===== config.mk =====
export PLATFORM = sky130hd
export DESIGN_NAME = ubc_top
export DESIGN_NICKNAME = d
export VERILOG_FILES = /design/src/common/ubc_pkg.sv /design/src/ubc_ep_count.sv /design/src/ubc_top.sv
export VERILOG_INCLUDE_DIRS = /design/src /design/src/common
export SDC_FILE = /design/constraint.sdc
export NUM_CORES = 1
export LEC_CHECK = 0
export ABC_CLOCK_PERIOD_IN_PS = 3450
export BUFFER_PORTS_ARGS = -buffer_cell sky130_fd_sc_hd__buf_2
export CAP_MARGIN = 20
export CORE_MARGIN = 3
export CORE_UTILIZATION = 47
export CTS_BUF_LIST = sky130_fd_sc_hd__clkbuf_8
export CTS_CLUSTER_DIAMETER = 120
export CTS_CLUSTER_SIZE = 12
export DETAILED_ROUTE_END_ITERATION = 10
export PLACE_DENSITY = 0.66
export SYNTH_ARGS = -nofsm -noshare
export SYNTH_HDL_FRONTEND = slang
export SYNTH_SLANG_ARGS = --single-unit

===== constraint.sdc =====
create_clock -name CLK_SYS -period 3.45 [get_ports CLK_SYS]
set_clock_uncertainty 0.05 [all_clocks]
set_input_delay 0.1725 -clock CLK_SYS [delete_from_list [all_inputs] [get_ports CLK_SYS]]
set_output_delay 0.1725 -clock CLK_SYS [all_outputs]
set_load 0.1 [all_outputs]

===== src/common/ubc_cfg.svh =====
// Register offsets, field layout and reset values of the byte count block.
// Assumes the special function register space uses eight-bit addresses.
`ifndef UBC_CFG_SVH
`define UBC_CFG_SVH

// ==========================================================================
// Register offsets
`define UBC_ADDR_EP_FIFO_RESET 8'hD5
`define UBC_ADDR_RX_COUNT_LOW 8'hE2
`define UBC_ADDR_RX_COUNT_HIGH 8'hE3

// ==========================================================================
// Field layout
`define UBC_NUM_EP 7
`define UBC_COUNT_W 11
`define UBC_LOW_MSB 7
`define UBC_HIGH_LSB 8
`define UBC_HIGH_W 3
`define UBC_EP_RST_MSB 6

// ==========================================================================
// Reset values
`define UBC_EP_FIFO_RESET_INIT 7'h00
`define UBC_RDATA_INIT 8'h00

`endif


===== src/common/ubc_pkg.sv =====
// Types shared by the byte count block.
// Assumes ubc_cfg.svh is on the include path.
`include "ubc_cfg.svh"

package ubc_pkg;

    // ======================================================================
    // Register selection
    typedef enum logic [3:0] {
        UBC_SEL_NONE = 4'h1,
        UBC_SEL_LOW = 4'h2,
        UBC_SEL_HIGH = 4'h4,
        UBC_SEL_RST = 4'h8
    } ubc_reg_sel_t;

    typedef logic [`UBC_COUNT_W-1:0] ubc_count_t;

endpackage


===== src/ubc_ep_count.sv =====
// One endpoint's FIFO pointers and last received packet byte count.
// Assumes all strobes are one-cycle pulses on the system clock.
`timescale 1ns/1ps
`include "ubc_cfg.svh"

module ubc_ep_count #(
    parameter int CNT_W = `UBC_COUNT_W
) (
    input wire logic clk,
    input wire logic rst,
    input wire logic fifo_clear,
    input wire logic byte_wr,
    input wire logic byte_rd,
    input wire logic pkt_done,
    output logic [CNT_W-1:0] wr_ptr_r,
    output logic [CNT_W-1:0] rd_ptr_r,
    output logic [CNT_W-1:0] count_r
);

    // ======================================================================
    // Next state
    logic [CNT_W-1:0] wr_ptr_nxt;
    logic [CNT_W-1:0] rd_ptr_nxt;
    logic [CNT_W-1:0] count_nxt;
    logic [CNT_W-1:0] pkt_len_r;
    logic [CNT_W-1:0] pkt_len_nxt;
    logic [CNT_W-1:0] pkt_sum;

    assign pkt_sum = pkt_len_r + CNT_W'(byte_wr);

    always_comb begin
        wr_ptr_nxt = wr_ptr_r;
        rd_ptr_nxt = rd_ptr_r;
        count_nxt = count_r;
        pkt_len_nxt = pkt_len_r;
        if (fifo_clear) begin
            wr_ptr_nxt = '0;
            rd_ptr_nxt = '0;
            count_nxt = '0;
            pkt_len_nxt = '0;
        end else begin
            if (byte_wr) begin
                wr_ptr_nxt = wr_ptr_r + CNT_W'(1);
            end
            if (byte_rd) begin
                rd_ptr_nxt = rd_ptr_r + CNT_W'(1);
            end
            if (pkt_done) begin
                count_nxt = pkt_sum;
                pkt_len_nxt = '0;
            end else begin
                pkt_len_nxt = pkt_sum;
            end
        end
    end

    always_ff @(posedge clk) begin
        if (rst) begin
            wr_ptr_r <= '0;
            rd_ptr_r <= '0;
            count_r <= '0;
            pkt_len_r <= '0;
        end else begin
            wr_ptr_r <= wr_ptr_nxt;
            rd_ptr_r <= rd_ptr_nxt;
            count_r <= count_nxt;
            pkt_len_r <= pkt_len_nxt;
        end
    end
endmodule // ubc_ep_count


===== src/ubc_top.sv =====
// Byte count and endpoint FIFO reset registers beside the USB function.
// Assumes the core accesses registers through single-cycle SFR strobes and
// the serial engine reports stored bytes and packet ends on the same clock.
`timescale 1ns/1ps
`include "ubc_cfg.svh"

module ubc_top #(
    parameter int NUM_EP = `UBC_NUM_EP,
    parameter int CNT_W = `UBC_COUNT_W
) (
    input wire logic CLK_SYS,
    input wire logic SYS_RST,
    input wire logic [7:0] SFR_ADDR,
    input wire logic [7:0] SFR_WDATA,
    input wire logic SFR_WR,
    input wire logic SFR_RD,
    output logic [7:0] SFR_RDATA,
    input wire logic [2:0] SELECTED_ENDPOINT_FIELD,
    input wire logic [2:0] RX_EP,
    input wire logic RX_BYTE_WR,
    input wire logic RX_PKT_DONE,
    input wire logic FIFO_RD,
    output logic [NUM_EP-1:0] EP_FIFO_CLEAR,
    output logic [CNT_W-1:0] SEL_WR_PTR,
    output logic [CNT_W-1:0] SEL_RD_PTR
);

    // ======================================================================
    // Address decode
    function automatic ubc_pkg::ubc_reg_sel_t decode(input logic [7:0] a);
        ubc_pkg::ubc_reg_sel_t s;
        s = ubc_pkg::UBC_SEL_NONE;
        if (a == `UBC_ADDR_RX_COUNT_LOW) begin
            s = ubc_pkg::UBC_SEL_LOW;
        end else if (a == `UBC_ADDR_RX_COUNT_HIGH) begin
            s = ubc_pkg::UBC_SEL_HIGH;
        end else if (a == `UBC_ADDR_EP_FIFO_RESET) begin
            s = ubc_pkg::UBC_SEL_RST;
        end
        return s;
    endfunction

    ubc_pkg::ubc_reg_sel_t sel;
    assign sel = decode(SFR_ADDR);

    // ======================================================================
    // Endpoint FIFO reset register
    logic [NUM_EP-1:0] ep_clr_r;
    logic [NUM_EP-1:0] ep_clr_nxt;

    always_comb begin
        ep_clr_nxt = ep_clr_r;
        if (SFR_WR && sel == ubc_pkg::UBC_SEL_RST) begin
            ep_clr_nxt = SFR_WDATA[NUM_EP-1:0];
        end
    end

    always_ff @(posedge CLK_SYS) begin
        if (SYS_RST) begin
            ep_clr_r <= `UBC_EP_FIFO_RESET_INIT;
        end else begin
            ep_clr_r <= ep_clr_nxt;
        end
    end

    assign EP_FIFO_CLEAR = ep_clr_r;

    // ======================================================================
    // Per-endpoint pointers and counts
    logic [CNT_W-1:0] ep_wr_ptr [NUM_EP];
    logic [CNT_W-1:0] ep_rd_ptr [NUM_EP];
    logic [CNT_W-1:0] ep_count [NUM_EP];

    for (genvar n = 0; n < NUM_EP; n++) begin : g_ep
        ubc_ep_count #(
            .CNT_W(CNT_W)
        ) u_ep (
            .clk(CLK_SYS),
            .rst(SYS_RST),
            .fifo_clear(ep_clr_r[n]),
            .byte_wr(RX_BYTE_WR && RX_EP == 3'(n)),
            .byte_rd(FIFO_RD && SELECTED_ENDPOINT_FIELD == 3'(n)),
            .pkt_done(RX_PKT_DONE && RX_EP == 3'(n)),
            .wr_ptr_r(ep_wr_ptr[n]),
            .rd_ptr_r(ep_rd_ptr[n]),
            .count_r(ep_count[n])
        );
    end

    // ======================================================================
    // Selected endpoint view
    logic sel_valid;
    logic [CNT_W-1:0] sel_count;
    logic [CNT_W-1:0] sel_wr;
    logic [CNT_W-1:0] sel_rd;

    always_comb begin
        sel_valid = 32'(SELECTED_ENDPOINT_FIELD) < NUM_EP;
        sel_count = '0;
        sel_wr = '0;
        sel_rd = '0;
        if (sel_valid) begin
            sel_count = ep_count[SELECTED_ENDPOINT_FIELD];
            sel_wr = ep_wr_ptr[SELECTED_ENDPOINT_FIELD];
            sel_rd = ep_rd_ptr[SELECTED_ENDPOINT_FIELD];
        end
    end

    // ======================================================================
    // Read data
    logic [7:0] rdata_r;
    logic [7:0] rdata_nxt;
    logic [CNT_W-1:0] sel_wr_r;
    logic [CNT_W-1:0] sel_rd_r;

    always_comb begin
        rdata_nxt = rdata_r;
        if (SFR_RD) begin
            unique case (sel)
                ubc_pkg::UBC_SEL_LOW: begin
                    rdata_nxt = sel_count[`UBC_LOW_MSB:0];
                end
                ubc_pkg::UBC_SEL_HIGH: begin
                    rdata_nxt = {5'h00,
                        sel_count[`UBC_HIGH_LSB +: `UBC_HIGH_W]};
                end
                ubc_pkg::UBC_SEL_RST: begin
                    rdata_nxt = {1'h0, ep_clr_r};
                end
                ubc_pkg::UBC_SEL_NONE: begin
                    rdata_nxt = 8'h00;
                end
            endcase
        end
    end

    always_ff @(posedge CLK_SYS) begin
        if (SYS_RST) begin
            rdata_r <= `UBC_RDATA_INIT;
            sel_wr_r <= '0;
            sel_rd_r <= '0;
        end else begin
            rdata_r <= rdata_nxt;
            sel_wr_r <= sel_wr;
            sel_rd_r <= sel_rd;
        end
    end

    assign SFR_RDATA = rdata_r;
    assign SEL_WR_PTR = sel_wr_r;
    assign SEL_RD_PTR = sel_rd_r;

    // Reference length of the packet being stored into endpoint 1.
    logic [CNT_W-1:0] ep1_len_r;
    logic [CNT_W-1:0] ep1_len_nxt;
    logic ep1_byte;

    assign ep1_byte = RX_BYTE_WR && RX_EP == 3'h1;

    always_comb begin
        ep1_len_nxt = ep1_len_r;
        if (ep_clr_r[1] || (RX_PKT_DONE && RX_EP == 3'h1)) begin
            ep1_len_nxt = '0;
        end else if (ep1_byte) begin
            ep1_len_nxt = ep1_len_r + CNT_W'(1);
        end
    end

    always_ff @(posedge CLK_SYS) begin
        if (SYS_RST) begin
            ep1_len_r <= '0;
        end else begin
            ep1_len_r <= ep1_len_nxt;
        end
    end
endmodule // ubc_top


# Word-level counts from Yosys, hierarchy flattened
# Cells that the tools add are included.
# word_totals
out_inout_bits	37
ff_bits	345
elab_cells	129
# op_classes
n_reduce_logical	39
mux	14
bitwise	2
add_sub_neg	21
n_lt_le_gt_ge	2
eq_ne	19
# op_table
operator	n
$add 11x1->11 const B	14
$bmux 11 s3	3
$add 11x1->11	7
$mux 11	7
$pmux 8 s4	1
$eq 8x8->1 const B	3
$logic_and 1x1->1	22
$reduce_or 3->1	7
$eq 3x3->1 const B	6
$reduce_or 2->1	8
$eq 3x2->1 const B	4
$mux 4	3
$eq 3x1->1 const B	2
$logic_not 3->1	2
$eq 4x1->1 const B	1
$eq 4x2->1 const B	1
$eq 4x3->1 const B	1
$eq 4x4->1 const B	1
$ge 4x4->1 const B	1
$not 3->4	1
$lt 3x3->1 const B	1
$not 1->1	1

# Depth between registers and ports, before layout
# Gate-level depths: netlist of run 1.
# logic_depth
depth_word	6
depth_mapped	9
mapped_depth_nobuf	7

# By module
# From an unflattened synthesis of run 1, not the netlist that was laid out.
# hier_totals
hier_cells	1728
hier_area_um2	15811.4
# by_module_without_submodules
module	seq_area_each_um2	n_inst	area_per_inst_um2	cells_each
ubc_ep_count (g_ep[0].u_ep ...)	880.8	6	1786.7	194
ubc_top	740.7	1	3291.9	374
ubc_ep_count (g_ep[6].u_ep)	880.8	1	1799.2	190

# Least setup slack after synthesis of run 1
# OpenSTA, ideal clock, no wires.
# synth_path
path_kind	input to register
from	input port RX_EP[2]
to	register g_ep[0].u_ep.count_r[8]
required_time_ns	3.267
setup_time_ns	0.133
stages	8
arrival_time_ns	1.657
setup_slack_ns	1.610
path_cell_list	buf_2 nor4b_4 ha_1 ha_1 and2_1 nand3_1 xor2_1 a21oi_1
# synth_via
elab_chain_len	3
# synth_lines
item	line_no	text
from (decl)	ubc_top.sv:19	input wire logic [2:0] RX_EP,
$logic_not 3->1 *	ubc_top.sv:81, ubc_top.sv:83	
$logic_and 1x1->1	ubc_top.sv:81	.byte_wr(RX_BYTE_WR && RX_EP == 3'(n)),
$add 11x1->11	ubc_ep_count.sv:29	assign pkt_sum = pkt_len_r + CNT_W'(byte_wr);
to (signal assigned)	ubc_ep_count.sv:66	count_r <= count_nxt;
to (decl)	ubc_ep_count.sv:17	output logic [CNT_W-1:0] count_r
# Mark *: on every way between the ends. The rest lies on a longest branch, timed or not.
# A chain may end at the register's enable or synchronous reset.

# Final worst setup path of run 1
# layout_path
from	register ep_clr_r[3] (netlist: EP_FIFO_CLEAR[3])
to	output port EP_FIFO_CLEAR[3]
# layout_lines
item	line_no	text
from (decl)	ubc_top.sv:48	logic [NUM_EP-1:0] ep_clr_r;
from (signal assigned)	ubc_top.sv:60	ep_clr_r <= `UBC_EP_FIFO_RESET_INIT;
from (signal assigned)	ubc_top.sv:62	ep_clr_r <= ep_clr_nxt;
to (decl)	ubc_top.sv:23	output logic [NUM_EP-1:0] EP_FIFO_CLEAR,
# No word-level cell between the ends.

==> results.ini, run 1 <==
[status]
status=completed

[worst_setup_path]
start_kind=flop
path_buf_inv=1
cp_slowest_cell=dfxtp_1
crit_type=reg2out
path_max_fanout=5
cpLargestDelayFamily=flip-flops
required_ns=3.23
cp-end-kind=output port
cp_cell_sequence=buf_2
arrival_ns=1.62
cp_slowest_stage_delay_ns=0.57

[cts]
htreeDepth=2
cts_root_buffer=clkbuf_8
clock_sinks=345
cts_tree=yes
clk_pin_slew_worst_paths_ns=0.08
clk_latency_ns=0.55
cts_buffer_depth=3
post-cts-setup-buffers=0
cts_made_buffers=34

[logic_synthesis]
synthAdderAreaFrac_pct=2.261
synth_most_common_cell=dfxtp_1
synth_common_cells=dfxtp_1 (345), nor2_1 (307), xor2_1 (155), nand2_1 (102), nand3_1 (88)
synth_area_per_cell_um2=9.350
synth-edff-count=0
synth_xor_area_share_pct=11.25
synth.top_cells.by_area=dfxtp_1 (45%), xor2_1 (8.8%), nor2_1 (7.4%)
synth_area_um2=15490
synth_cells=1657
synth_warnings=0
synth_seq_area_share_pct=44.58
synthSimpleGateAreaFrac_pct=21.47
ys_types=52
synth_nets=1714
ys_seq_elements=345
synth_compound_area_share_pct=6.501
synthFlopType=dfxtp_1
synth_top_family_by_area=simple AND/OR/NAND/NOR gates
synth_top_area_share_pct=44.58
synth.largest_area_cell=dfxtp_1
synthArstFlopShare_pct=0
synth_mux_area_share_pct=10.21

[global_routing]
met3_usage_pct=2.767
busiest_layer=met2
antenna_found_initial=1
grt_usage_pct=20.07
grt_use_met1_pct=28.85
gr-total-overflow=0
grt.met2_usage_pct=31.45
grt_pass1_wl_um=57740
grt_pass1_vias=10900
grt_max_degree=51

[floorplanning]
dieArea_um2=35180
die_w_um=187.6
io_pins=66
rows=65
chipHeight_um=187.6
fp.coreArea_um2=32040
initial_core_util_pct=48.35

[hold_path]
hp-class=in2reg

[layout]
nNetsFinal=1745
fin_cells=2125
final_area_um2=16610
synthToLayoutAreaGrowth_pct=7.244
fillers=2982
drive_gt1_share_pct=10.72
postLayoutCoreUtil_pct=51.85

[detailed_routing]
route.detailed.drc=0
drt-vias-per-instance=5.429
initialDrtViolationCount=737
first_pass_iters=5
detail-route-antenna-nets=0
routed_wl_um=35740
wire_per_inst_um=16.82
num_vias=11540

[power]
p_comb_share_pct=5.9
clockPowerShare_pct=33.4
irDropWorstVdd_mv=0.1560
netSwitchingFraction_pct=24.15
p_int_uw=5063
power_density_nw_per_um2=401.7
p_leak_uw=0.006421
seqPwrFrac_pct=60.7
switchingPower_uw=1612

[placement]
portBuffers=64
gp_congestion=0.8408
place_hpwl_um=25740
placed_cell_area_um2=15960
placed_cells=2071

[sta]
tightestPinTransition_ns=0.8274
holdWs_ns=0.05885
finalSetupViolCount=0
post-route-min-period_ns=1.846
finalCritPeriodShare_pct=53.52
hold_viol_final=0
tns_ns=0
timing.fmax_ghz=0.5416
slew_headroom_pct=44.84
rsz0062_at_grt=false
slew_viol_final=0

[job]
cap_violations=0

[final timing paths]
kind                                     endpoint  slack, ns  cells past startpoint                                  from
max                              EP_FIFO_CLEAR[3]       1.60                      1         EP_FIFO_CLEAR[3]$_SDFFE_PP0P_
min                 EP_FIFO_CLEAR[1]$_SDFFE_PP0P_       0.06                      3                                SFR_WR
max reg2reg             SFR_RDATA[3]$_SDFFE_PP0P_       1.61                      4  g_ep[0].u_ep.count_r[3]$_SDFFE_PP0P_
min reg2reg  g_ep[2].u_ep.count_r[1]$_SDFFE_PP0P_       0.41                      2  g_ep[2].u_ep.count_r[1]$_SDFFE_PP0P_
[worst min-delay path, delay by kind of cell]
kind | cells | cell delay [ns]
compound gates | 1 | 0.08
buf+inv | 1 | 0.17
simple gates | 1 | 0.19
[metrics by stage]
step                setup WS, ns  power [uW]
floorplan                  1.610        4429
finish                     1.604        6674
global placement           1.122        4521
global route               1.380        6962
detailed placement         1.067        4528
CTS                        1.581        6750
[cell families (layout without fill, tap and decap cells)]
kind of cell | after synthesis | after routing
AO/OA/AOI/OAI | 170 | 170
flip-flops | 345 | 345
buffers and inverters | 112 | 144
adder cells (fa/ha/maj) | 28 | 28
multiplexers | 118 | 118
other | 0 | 1
AND/OR/NAND/NOR | 685 | 685
XOR/XNOR | 199 | 199
[registers in the layout, indices dropped and copies added, names as in the netlist]
| name | flops |
|---|---|
| g_ep.u_ep.count_r | 77 |
| g_ep.u_ep.rd_ptr_r | 77 |
| SEL_RD_PTR | 11 |
| SFR_RDATA | 8 |
| g_ep.u_ep.wr_ptr_r | 77 |
| EP_FIFO_CLEAR | 7 |
| SEL_WR_PTR | 11 |
| g_ep.u_ep.pkt_len_r | 77 |
[power groups by stage]
stage	Clock, uW	Sequential (uW)	Combinational, uW
after floorplan	0	4160	267
after global placement	0	4140	380
after detailed placement	0	4140	386
after CTS	2310	4050	394
after global routing	2480	4050	431
final	2230	4050	396
[area by class of cell]
| cell class | instances | area, um^2 | share of cell area (%) |
|---|---|---|---|
| clock inverter | 2 | 12.51 | 0.07531 |
| sequential | 345 | 6907 | 41.57 |
| clock buffer | 35 | 481.7 | 2.899 |
| multi-input combinational | 1200 | 8020 | 48.27 |
| tap | 435 | 544.3 | 3.276 |
| timing repair buffer | 96 | 605.6 | 3.645 |
| antenna | 1 | 2.502 | 0.01506 |
| inverter | 11 | 41.29 | 0.2485 |
[routing by layer]
metal / vias to the layer above / wire length [um]
met5: - / 0
met4: 0 / 867
met3: 56 / 1713
met2: 242 / 15770
met1: 5489 / 17390
li1: 5750 / -
[cell usage in the layout (no fill, tap or decap), types with 3 or more instances in the layout]
cell,instances
dfxtp_1,345
nor2_1,307
xor2_1,155
nand2_1,102
nand3_1,88
mux2i_1,77
buf_2,63
o21ai_0,62
and3_1,50
a21oi_1,50
xnor2_1,44
nand4_1,40
clkbuf_8,35
a211oi_1,32
mux4_2,31
ha_1,28
and4_1,23
and2_1,17
buf_4,17
dlygate4sd3_1,14
inv_1,11
or2_2,9
mux2_2,9
nor3_1,8
and4b_1,7
o2bb2ai_1,6
nand2b_1,5
a221oi_1,5
or3_1,5
and4bb_2,4
o22ai_1,4
nor2b_1,3
[timing repair]
action	CTS	global route
hold buffers	14	0
endpoints found under the setup margin	0	0
resized for setup	0	0
hold endpoints to repair	13	0
(Power assumes the default switching activity.)
==> run 2, diff against run 1 <==
--- a/config.mk
+++ b/config.mk
@@ -6,7 +6,7 @@
 export SDC_FILE = /design/constraint.sdc
 export NUM_CORES = 1
 export LEC_CHECK = 0
-export ABC_CLOCK_PERIOD_IN_PS = 3450
+export ABC_CLOCK_PERIOD_IN_PS = 1950
 export BUFFER_PORTS_ARGS = -buffer_cell sky130_fd_sc_hd__buf_2
 export CAP_MARGIN = 20
 export CORE_MARGIN = 3
==> constraint.sdc (replaced) <==
create_clock -name CLK_SYS -period 1.95 [get_ports CLK_SYS]
set_clock_uncertainty 0.05 [all_clocks]
set_input_delay 0.0975 -clock CLK_SYS [delete_from_list [all_inputs] [get_ports CLK_SYS]]
set_output_delay 0.0975 -clock CLK_SYS [all_outputs]
set_load 0.1 [all_outputs]
==> run 2 against run 1 <==
Combinational power up 89%. Hold slack worse by 0.0053 ns. Final cell count rose by 1.8%. Sequential share of layout area fell by 0.83 points. Count of clock-buffer cells in the layout unchanged. Highest routed layer unchanged.
==> results.ini, run 2 (same netlist as run 1, synthesis figures left out) <==
[floorplanning]
die_w_um=187.6  ; unchanged
dieArea_um2=35180  ; unchanged
rows=65  ; unchanged
io_pins=66  ; unchanged
fp.coreArea_um2=32040  ; unchanged
chipHeight_um=187.6  ; unchanged
initial_core_util_pct=48.35  ; unchanged

[layout]
nNetsFinal=1784  ; was 1745
final_common_cell=dfxtp_1  ; unchanged
final_cell_mix=dfxtp_1 (345), nor2_1 (307), xor2_1 (155)  ; unchanged
final_area_um2=16950  ; was 16610 um^2
synthToLayoutAreaGrowth_pct=9.425  ; was 7.244%
fin_cells=2163  ; was 2125
num_antenna_cells=0  ; was 1
fillers=2977  ; was 2982
drive_gt1_share_pct=12.67  ; was 10.72%

[cts]
post-cts-setup-buffers=0  ; unchanged
clk_latency_ns=0.54  ; was 0.55 ns
cts_made_buffers=34  ; unchanged
clk_pin_slew_worst_paths_ns=0.09  ; was 0.08 ns
clock_sinks=345  ; unchanged
cts_buffer_depth=3  ; unchanged
cts_root_buffer=clkbuf_8  ; unchanged
cts_resized=0  ; unchanged
cts_tree=yes  ; unchanged
htreeDepth=2  ; unchanged

[worst_setup_path]
cp_cell_sequence=buf_2  ; unchanged
cp-endpoint=EP_FIFO_CLEAR[3]  ; unchanged
arrival_ns=1.68  ; was 1.62 ns
start_kind=flop  ; unchanged
path_depth=1  ; unchanged
cp_slowest_stage_delay_ns=0.61  ; was 0.57 ns
crit_start=EP_FIFO_CLEAR[3]$_SDFFE_PP0P_  ; unchanged
crit_type=reg2out  ; unchanged
rr_worst_depth=4  ; unchanged
cpLargestDelayFamily=flip-flops  ; unchanged
path_buf_inv=1  ; unchanged
r2r_end=SFR_RDATA[4]$_SDFFE_PP0P_  ; was SFR_RDATA[3]$_SDFFE_PP0P_
path_max_fanout=5  ; unchanged
cp_slowest_cell=dfxtp_1  ; unchanged
required_ns=1.80  ; was 3.23 ns
r2r-start=g_ep[3].u_ep.count_r[4]$_SDFFE_PP0P_  ; was g_ep[0].u_ep.count_r[3]$_SDFFE_PP0P_
cp-end-kind=output port  ; unchanged
r2r_slack_ns=0.28  ; was 1.61 ns

[sta]
finalCritPeriodShare_pct=93.91
tightestPinTransition_ns=0.6769  ; was 0.8274 ns
holdWs_ns=0.05352  ; was 0.05885 ns
timing.fmax_ghz=0.5461
slew_viol_final=0  ; unchanged
post-route-min-period_ns=1.831
slew_headroom_pct=54.88  ; was 44.84%
tns_ns=0  ; unchanged
rsz0062_at_grt=false  ; unchanged
hold_viol_final=0  ; unchanged
finalSetupViolCount=0  ; unchanged

[placement]
gp_congestion=0.8586  ; was 0.8408
place_hpwl_um=26690  ; was 25740 um
placed_cell_area_um2=16310  ; was 15960 um^2
portBuffers=64  ; unchanged
placed_cells=2111  ; was 2071

[detailed_routing]
routed_wl_um=36380  ; was 35740 um
drt-vias-per-instance=5.428  ; was 5.429
highest_layer=met4  ; unchanged
wl_met1_um=17380  ; was 17390 um
route.detailed.drc=0  ; unchanged
wl_met3_um=1807  ; was 1713 um
wl_met2_um=16370  ; was 15770 um
num_vias=11740  ; was 11540
first_pass_iters=5  ; unchanged
initialDrtViolationCount=772  ; was 737
detail-route-antenna-nets=0  ; unchanged
wire_per_inst_um=16.82  ; about the same

[hold_path]
hp-class=in2reg  ; unchanged

[global_routing]
gr-total-overflow=0  ; unchanged
grt_max_degree=31  ; was 51
grt_pass1_wl_um=59080  ; was 57740 um
grt_pass1_vias=11320  ; was 10900
grt_usage_pct=20.46  ; was 20.07%
antenna_found_initial=0  ; was 1

[power]
p_leak_uw=0.006632  ; was 0.006421 uW
irDropWorstVdd_mv=0.4100  ; was 0.1560 mV
power_density_nw_per_um2=699.2  ; was 401.7 nW/um^2

[status]
status=completed  ; unchanged

[job]
cap_violations=0  ; unchanged

==> run 2: how the worst min path moves through the flow <==
| stage | startpoint | to | slack, ns | cells after the start |
|---|---|---|---|---|
| 2_1_floorplan | SFR_WDATA[0] | EP_FIFO_CLEAR[0]$_SDFFE_PP0P_ | 0.19 | 2 |
| 3_3_place_gp | SFR_WDATA[4] | EP_FIFO_CLEAR[4]$_SDFFE_PP0P_ | 0.31 | 3 |
| 3_5_place_dp | SFR_WDATA[4] | EP_FIFO_CLEAR[4]$_SDFFE_PP0P_ | 0.31 | 3 |
| 4_1_cts | SFR_ADDR[0] | SFR_RDATA[2]$_SDFFE_PP0P_ | 0.03 | 4 |
| 5_1_grt | SFR_ADDR[0] | SFR_RDATA[0]$_SDFFE_PP0P_ | 0.06 | 4 |
| 6_report | SFR_ADDR[0] | SFR_RDATA[2]$_SDFFE_PP0P_ | 0.05 | 4 |
==> run 2: layout make-up <==
| cell class | count | area, um^2 | area share [%] |
|---|---|---|---|
| timing repair buffer | 135 | 945.9 | 5.580 |
| tap | 435 | 544.3 | 3.211 |
| multi-input combinational | 1200 | 8020 | 47.31 |
| sequential | 345 | 6907 | 40.74 |
| inverter | 11 | 41.29 | 0.2436 |
| clock inverter | 2 | 12.51 | 0.07381 |
| clock buffer | 35 | 481.7 | 2.842 |
==> run 2: worst reg2reg max path, delay by kind of cell, from the launching register on <==
| family | cells | cell delay, ns |
|---|---|---|
| mux | 2 | 0.81 |
| flops | 1 | 0.35 |
| simple gates | 1 | 0.07 |
| compound gates | 1 | 0.27 |
==> run 2: through the flow <==
stage | utilization [%] | worst slack [ns] | total power (uW)
2_1_floorplan | - | 0.1853 | 7836
3_3_place_gp | 50.89 | 0.1185 | 8053
3_5_place_dp | 50.89 | 0.07351 | 8063
4_1_cts | 52.91 | 0.1186 | 12000
5_1_grt | 52.91 | 0.1105 | 12330
6_report | 52.91 | 0.1188 | 11850
==> run 2: layer usage <==
metal	global-route usage (%)	up-vias
met5	0	-
li1	-	5816
met2	32.77	266
met3	2.561	45
met1	29.30	5613
met4	5.483	0
==> run 2: repair_timing <==
action                     CTS  global route
setup endpoints to repair    0             0
hold endpoints to repair    15             0
hold buffers                15             0
==> run 2: report_power, final <==
| group | switching (uW) | leakage, uW | internal, uW |
|---|---|---|---|
| Combinational | 475 | 0.00359 | 272 |
| Sequential | 57.6 | 0.00278 | 7110 |
| Clock | 2320 | 0.000256 | 1620 |
==> run 3, diff against run 2 <==
--- a/config.mk
+++ b/config.mk
@@ -15,7 +15,6 @@
 export CTS_CLUSTER_DIAMETER = 120
 export CTS_CLUSTER_SIZE = 12
 export DETAILED_ROUTE_END_ITERATION = 10
-export PLACE_DENSITY = 0.66
 export SYNTH_ARGS = -nofsm -noshare
 export SYNTH_HDL_FRONTEND = slang
 export SYNTH_SLANG_ARGS = --single-unit
==> run 3 against run 2 <==
Register-to-register slack better by 0.02 ns. Via count down 0.87%. Maximum frequency increased by 3.5%. Global-route usage up 0.56 points. Highest routed layer is now met5. Largest power group unchanged. Hold slack worse by 0.0078 ns. Critical path type unchanged. Final cell count about the same. Utilization rose by 0.11 points. Sequential share of layout area shrank 0.084 points. Flip-flop and latch count unchanged.
==> results.ini, run 3 (same netlist as run 1, synthesis figures left out) <==
[status]
status=completed  ; unchanged

[cts]
clk_pin_slew_worst_paths_ns=0.09  ; about the same
clock_sinks=345  ; unchanged
cts_root_buffer=clkbuf_8  ; unchanged
cts_made_buffers=34  ; unchanged
cts_buffer_depth=3  ; unchanged
htreeDepth=2  ; unchanged
cts_resized=0  ; unchanged
cts_tree=yes  ; unchanged
clk_latency_ns=0.54  ; about the same

[worst_setup_path]
cpLargestDelayFamily=flip-flops  ; unchanged
arrival_ns=1.62  ; was 1.68 ns
path_buf_inv=1  ; unchanged
cp_cell_sequence=buf_2  ; unchanged
cp_slowest_cell=dfxtp_1  ; unchanged
cp_slowest_stage_delay_ns=0.57  ; was 0.61 ns
cp-end-kind=output port  ; unchanged
path_max_fanout=5  ; unchanged
crit_type=reg2out  ; unchanged
required_ns=1.80  ; about the same
start_kind=flop  ; unchanged

[sta]
timing.fmax_ghz=0.5652  ; was 0.5461 GHz
slew_viol_final=0  ; unchanged
finalCritPeriodShare_pct=90.73  ; was 93.91%
rsz0062_at_grt=false  ; unchanged
slew_headroom_pct=57.72  ; was 54.88%
post-route-min-period_ns=1.769  ; was 1.831 ns
tns_ns=0  ; unchanged
tightestPinTransition_ns=0.6342  ; was 0.6769 ns
hold_viol_final=0  ; unchanged
finalSetupViolCount=0  ; unchanged

[global_routing]
grt_pass1_wl_um=60240  ; was 59080 um
grt_max_degree=31  ; unchanged
grt_pass1_vias=11080  ; was 11320
grt_usage_pct=21.02  ; was 20.46%
grt_use_met1_pct=31.80  ; was 29.30%
met3_usage_pct=3.216  ; was 2.561%
grt.met2_usage_pct=31.45  ; was 32.77%
gr-total-overflow=0  ; unchanged
antenna_found_initial=1  ; was 0
busiest_layer=met1  ; was met2

[power]
p_comb_share_pct=6.3  ; about the same
clockPowerShare_pct=33.8  ; was 33.2%
seqPwrFrac_pct=59.8  ; was 60.5%
switchingPower_uw=2897  ; was 2855 uW
netSwitchingFraction_pct=24.18  ; was 24.08%
p_int_uw=9083  ; was 8998 uW
power_density_nw_per_um2=705.2  ; was 699.2 nW/um^2
irDropWorstVdd_mv=0.3110  ; was 0.4100 mV
p_leak_uw=0.006647  ; was 0.006632 uW

[floorplanning]
io_pins=66  ; unchanged
chipHeight_um=187.6  ; unchanged
fp.coreArea_um2=32040  ; unchanged
dieArea_um2=35180  ; unchanged
die_w_um=187.6  ; unchanged
rows=65  ; unchanged
initial_core_util_pct=48.35  ; unchanged

[layout]
final_cell_mix=dfxtp_1 (345), nor2_1 (307), xor2_1 (155)  ; unchanged
fillers=3031  ; was 2977
nNetsFinal=1781  ; was 1784
synthToLayoutAreaGrowth_pct=9.651  ; was 9.425%
num_antenna_cells=0  ; unchanged
drive_gt1_share_pct=12.57  ; was 12.67%
final_common_cell=dfxtp_1  ; unchanged
final_area_um2=16990  ; was 16950 um^2

[hold_path]
hp-class=in2reg  ; unchanged

[detailed_routing]
routed_wl_um=37300  ; was 36380 um
wire_per_inst_um=17.26  ; was 16.82 um
num_vias=11640  ; was 11740
route.detailed.drc=0  ; unchanged
initialDrtViolationCount=848  ; was 772
first_pass_iters=5  ; unchanged
detail-route-antenna-nets=0  ; unchanged
drt-vias-per-instance=5.385  ; was 5.428

[job]
cap_violations=0  ; unchanged

[placement]
portBuffers=64  ; unchanged
placed_cell_area_um2=16320  ; was 16310 um^2
place_hpwl_um=27470  ; was 26690 um
gp_congestion=0.8594  ; was 0.8586

-- run 3: cell types whose count changed in the layout (fill, tap and decap cells not counted) --
cell / before / now
buf_4: 54 / 48
clkbuf_8: 35 / 37
buf_12: 4 / 7
clkinvlp_4: 1 / 0
-- run 3: timing repair --
item	CTS	global route
setup buffers	0	0
hold buffers	15	0
endpoints found under the hold margin	15	0
-- run 3: power groups by stage --
stage	Clock, uW	Combinational [uW]	Sequential [uW]
after global placement	0	737	7330
after global routing	4460	827	7180
after floorplan	0	472	7360
after CTS	4210	761	7170
final	4050	761	7170
after detailed placement	0	746	7330
-- run 3: worst register-to-register path, cell delays in order, from the launching register on --
cell and delay, ns:
dfxtp_1 0.36, mux4_2 0.49, mux2_2 0.28, a221oi_1 0.27, nor3_1 0.07
-- run 3: through the flow --
stage	hold slack (ns)	std cells	utilization (%)	power (uW)	setup slack (ns)
after global routing	0.05143	2161	53.01	12470	0.1245
after floorplan	0.1950	1657	-	7836	0.1853
after CTS	0.02053	2161	53.01	12140	0.1684
after global placement	0.3011	2108	50.94	8071	0.1484
final	0.04574	2161	53.01	11980	0.1807
after detailed placement	0.3086	2108	50.94	8079	0.05468
-- run 3: layout make-up --
type	count	area [um^2]	area share, %
clock buffer	37	509.2	2.998
clock inverter	1	5.005	0.02946
inverter	11	41.29	0.2431
multi-input combinational	1200	8020	47.21
sequential	345	6907	40.66
tap	435	544.3	3.204
timing repair buffer	132	960.9	5.657
-- run 3: metal layers --
layer,part of all wire [%],up-vias
met1,49,5505
met4,2.0,2
met2,43,281
met3,6.3,45
met5,0.035,-
li1,-,5805
-- run 3: path summary, 6_finish.rpt --
check                                  startpoint                              endpoint  slack [ns]  depth (start not counted)
max                 EP_FIFO_CLEAR[3]$_SDFFE_PP0P_                      EP_FIFO_CLEAR[3]        0.18                          1
min                                   RX_PKT_DONE  g_ep[2].u_ep.pkt_len_r[0]$_SDFF_PP0_        0.05                          3
max reg2reg  g_ep[3].u_ep.count_r[5]$_SDFFE_PP0P_             SFR_RDATA[5]$_SDFFE_PP0P_        0.30                          4
min reg2reg  g_ep[0].u_ep.count_r[1]$_SDFFE_PP0P_  g_ep[0].u_ep.count_r[1]$_SDFFE_PP0P_        0.42                          2
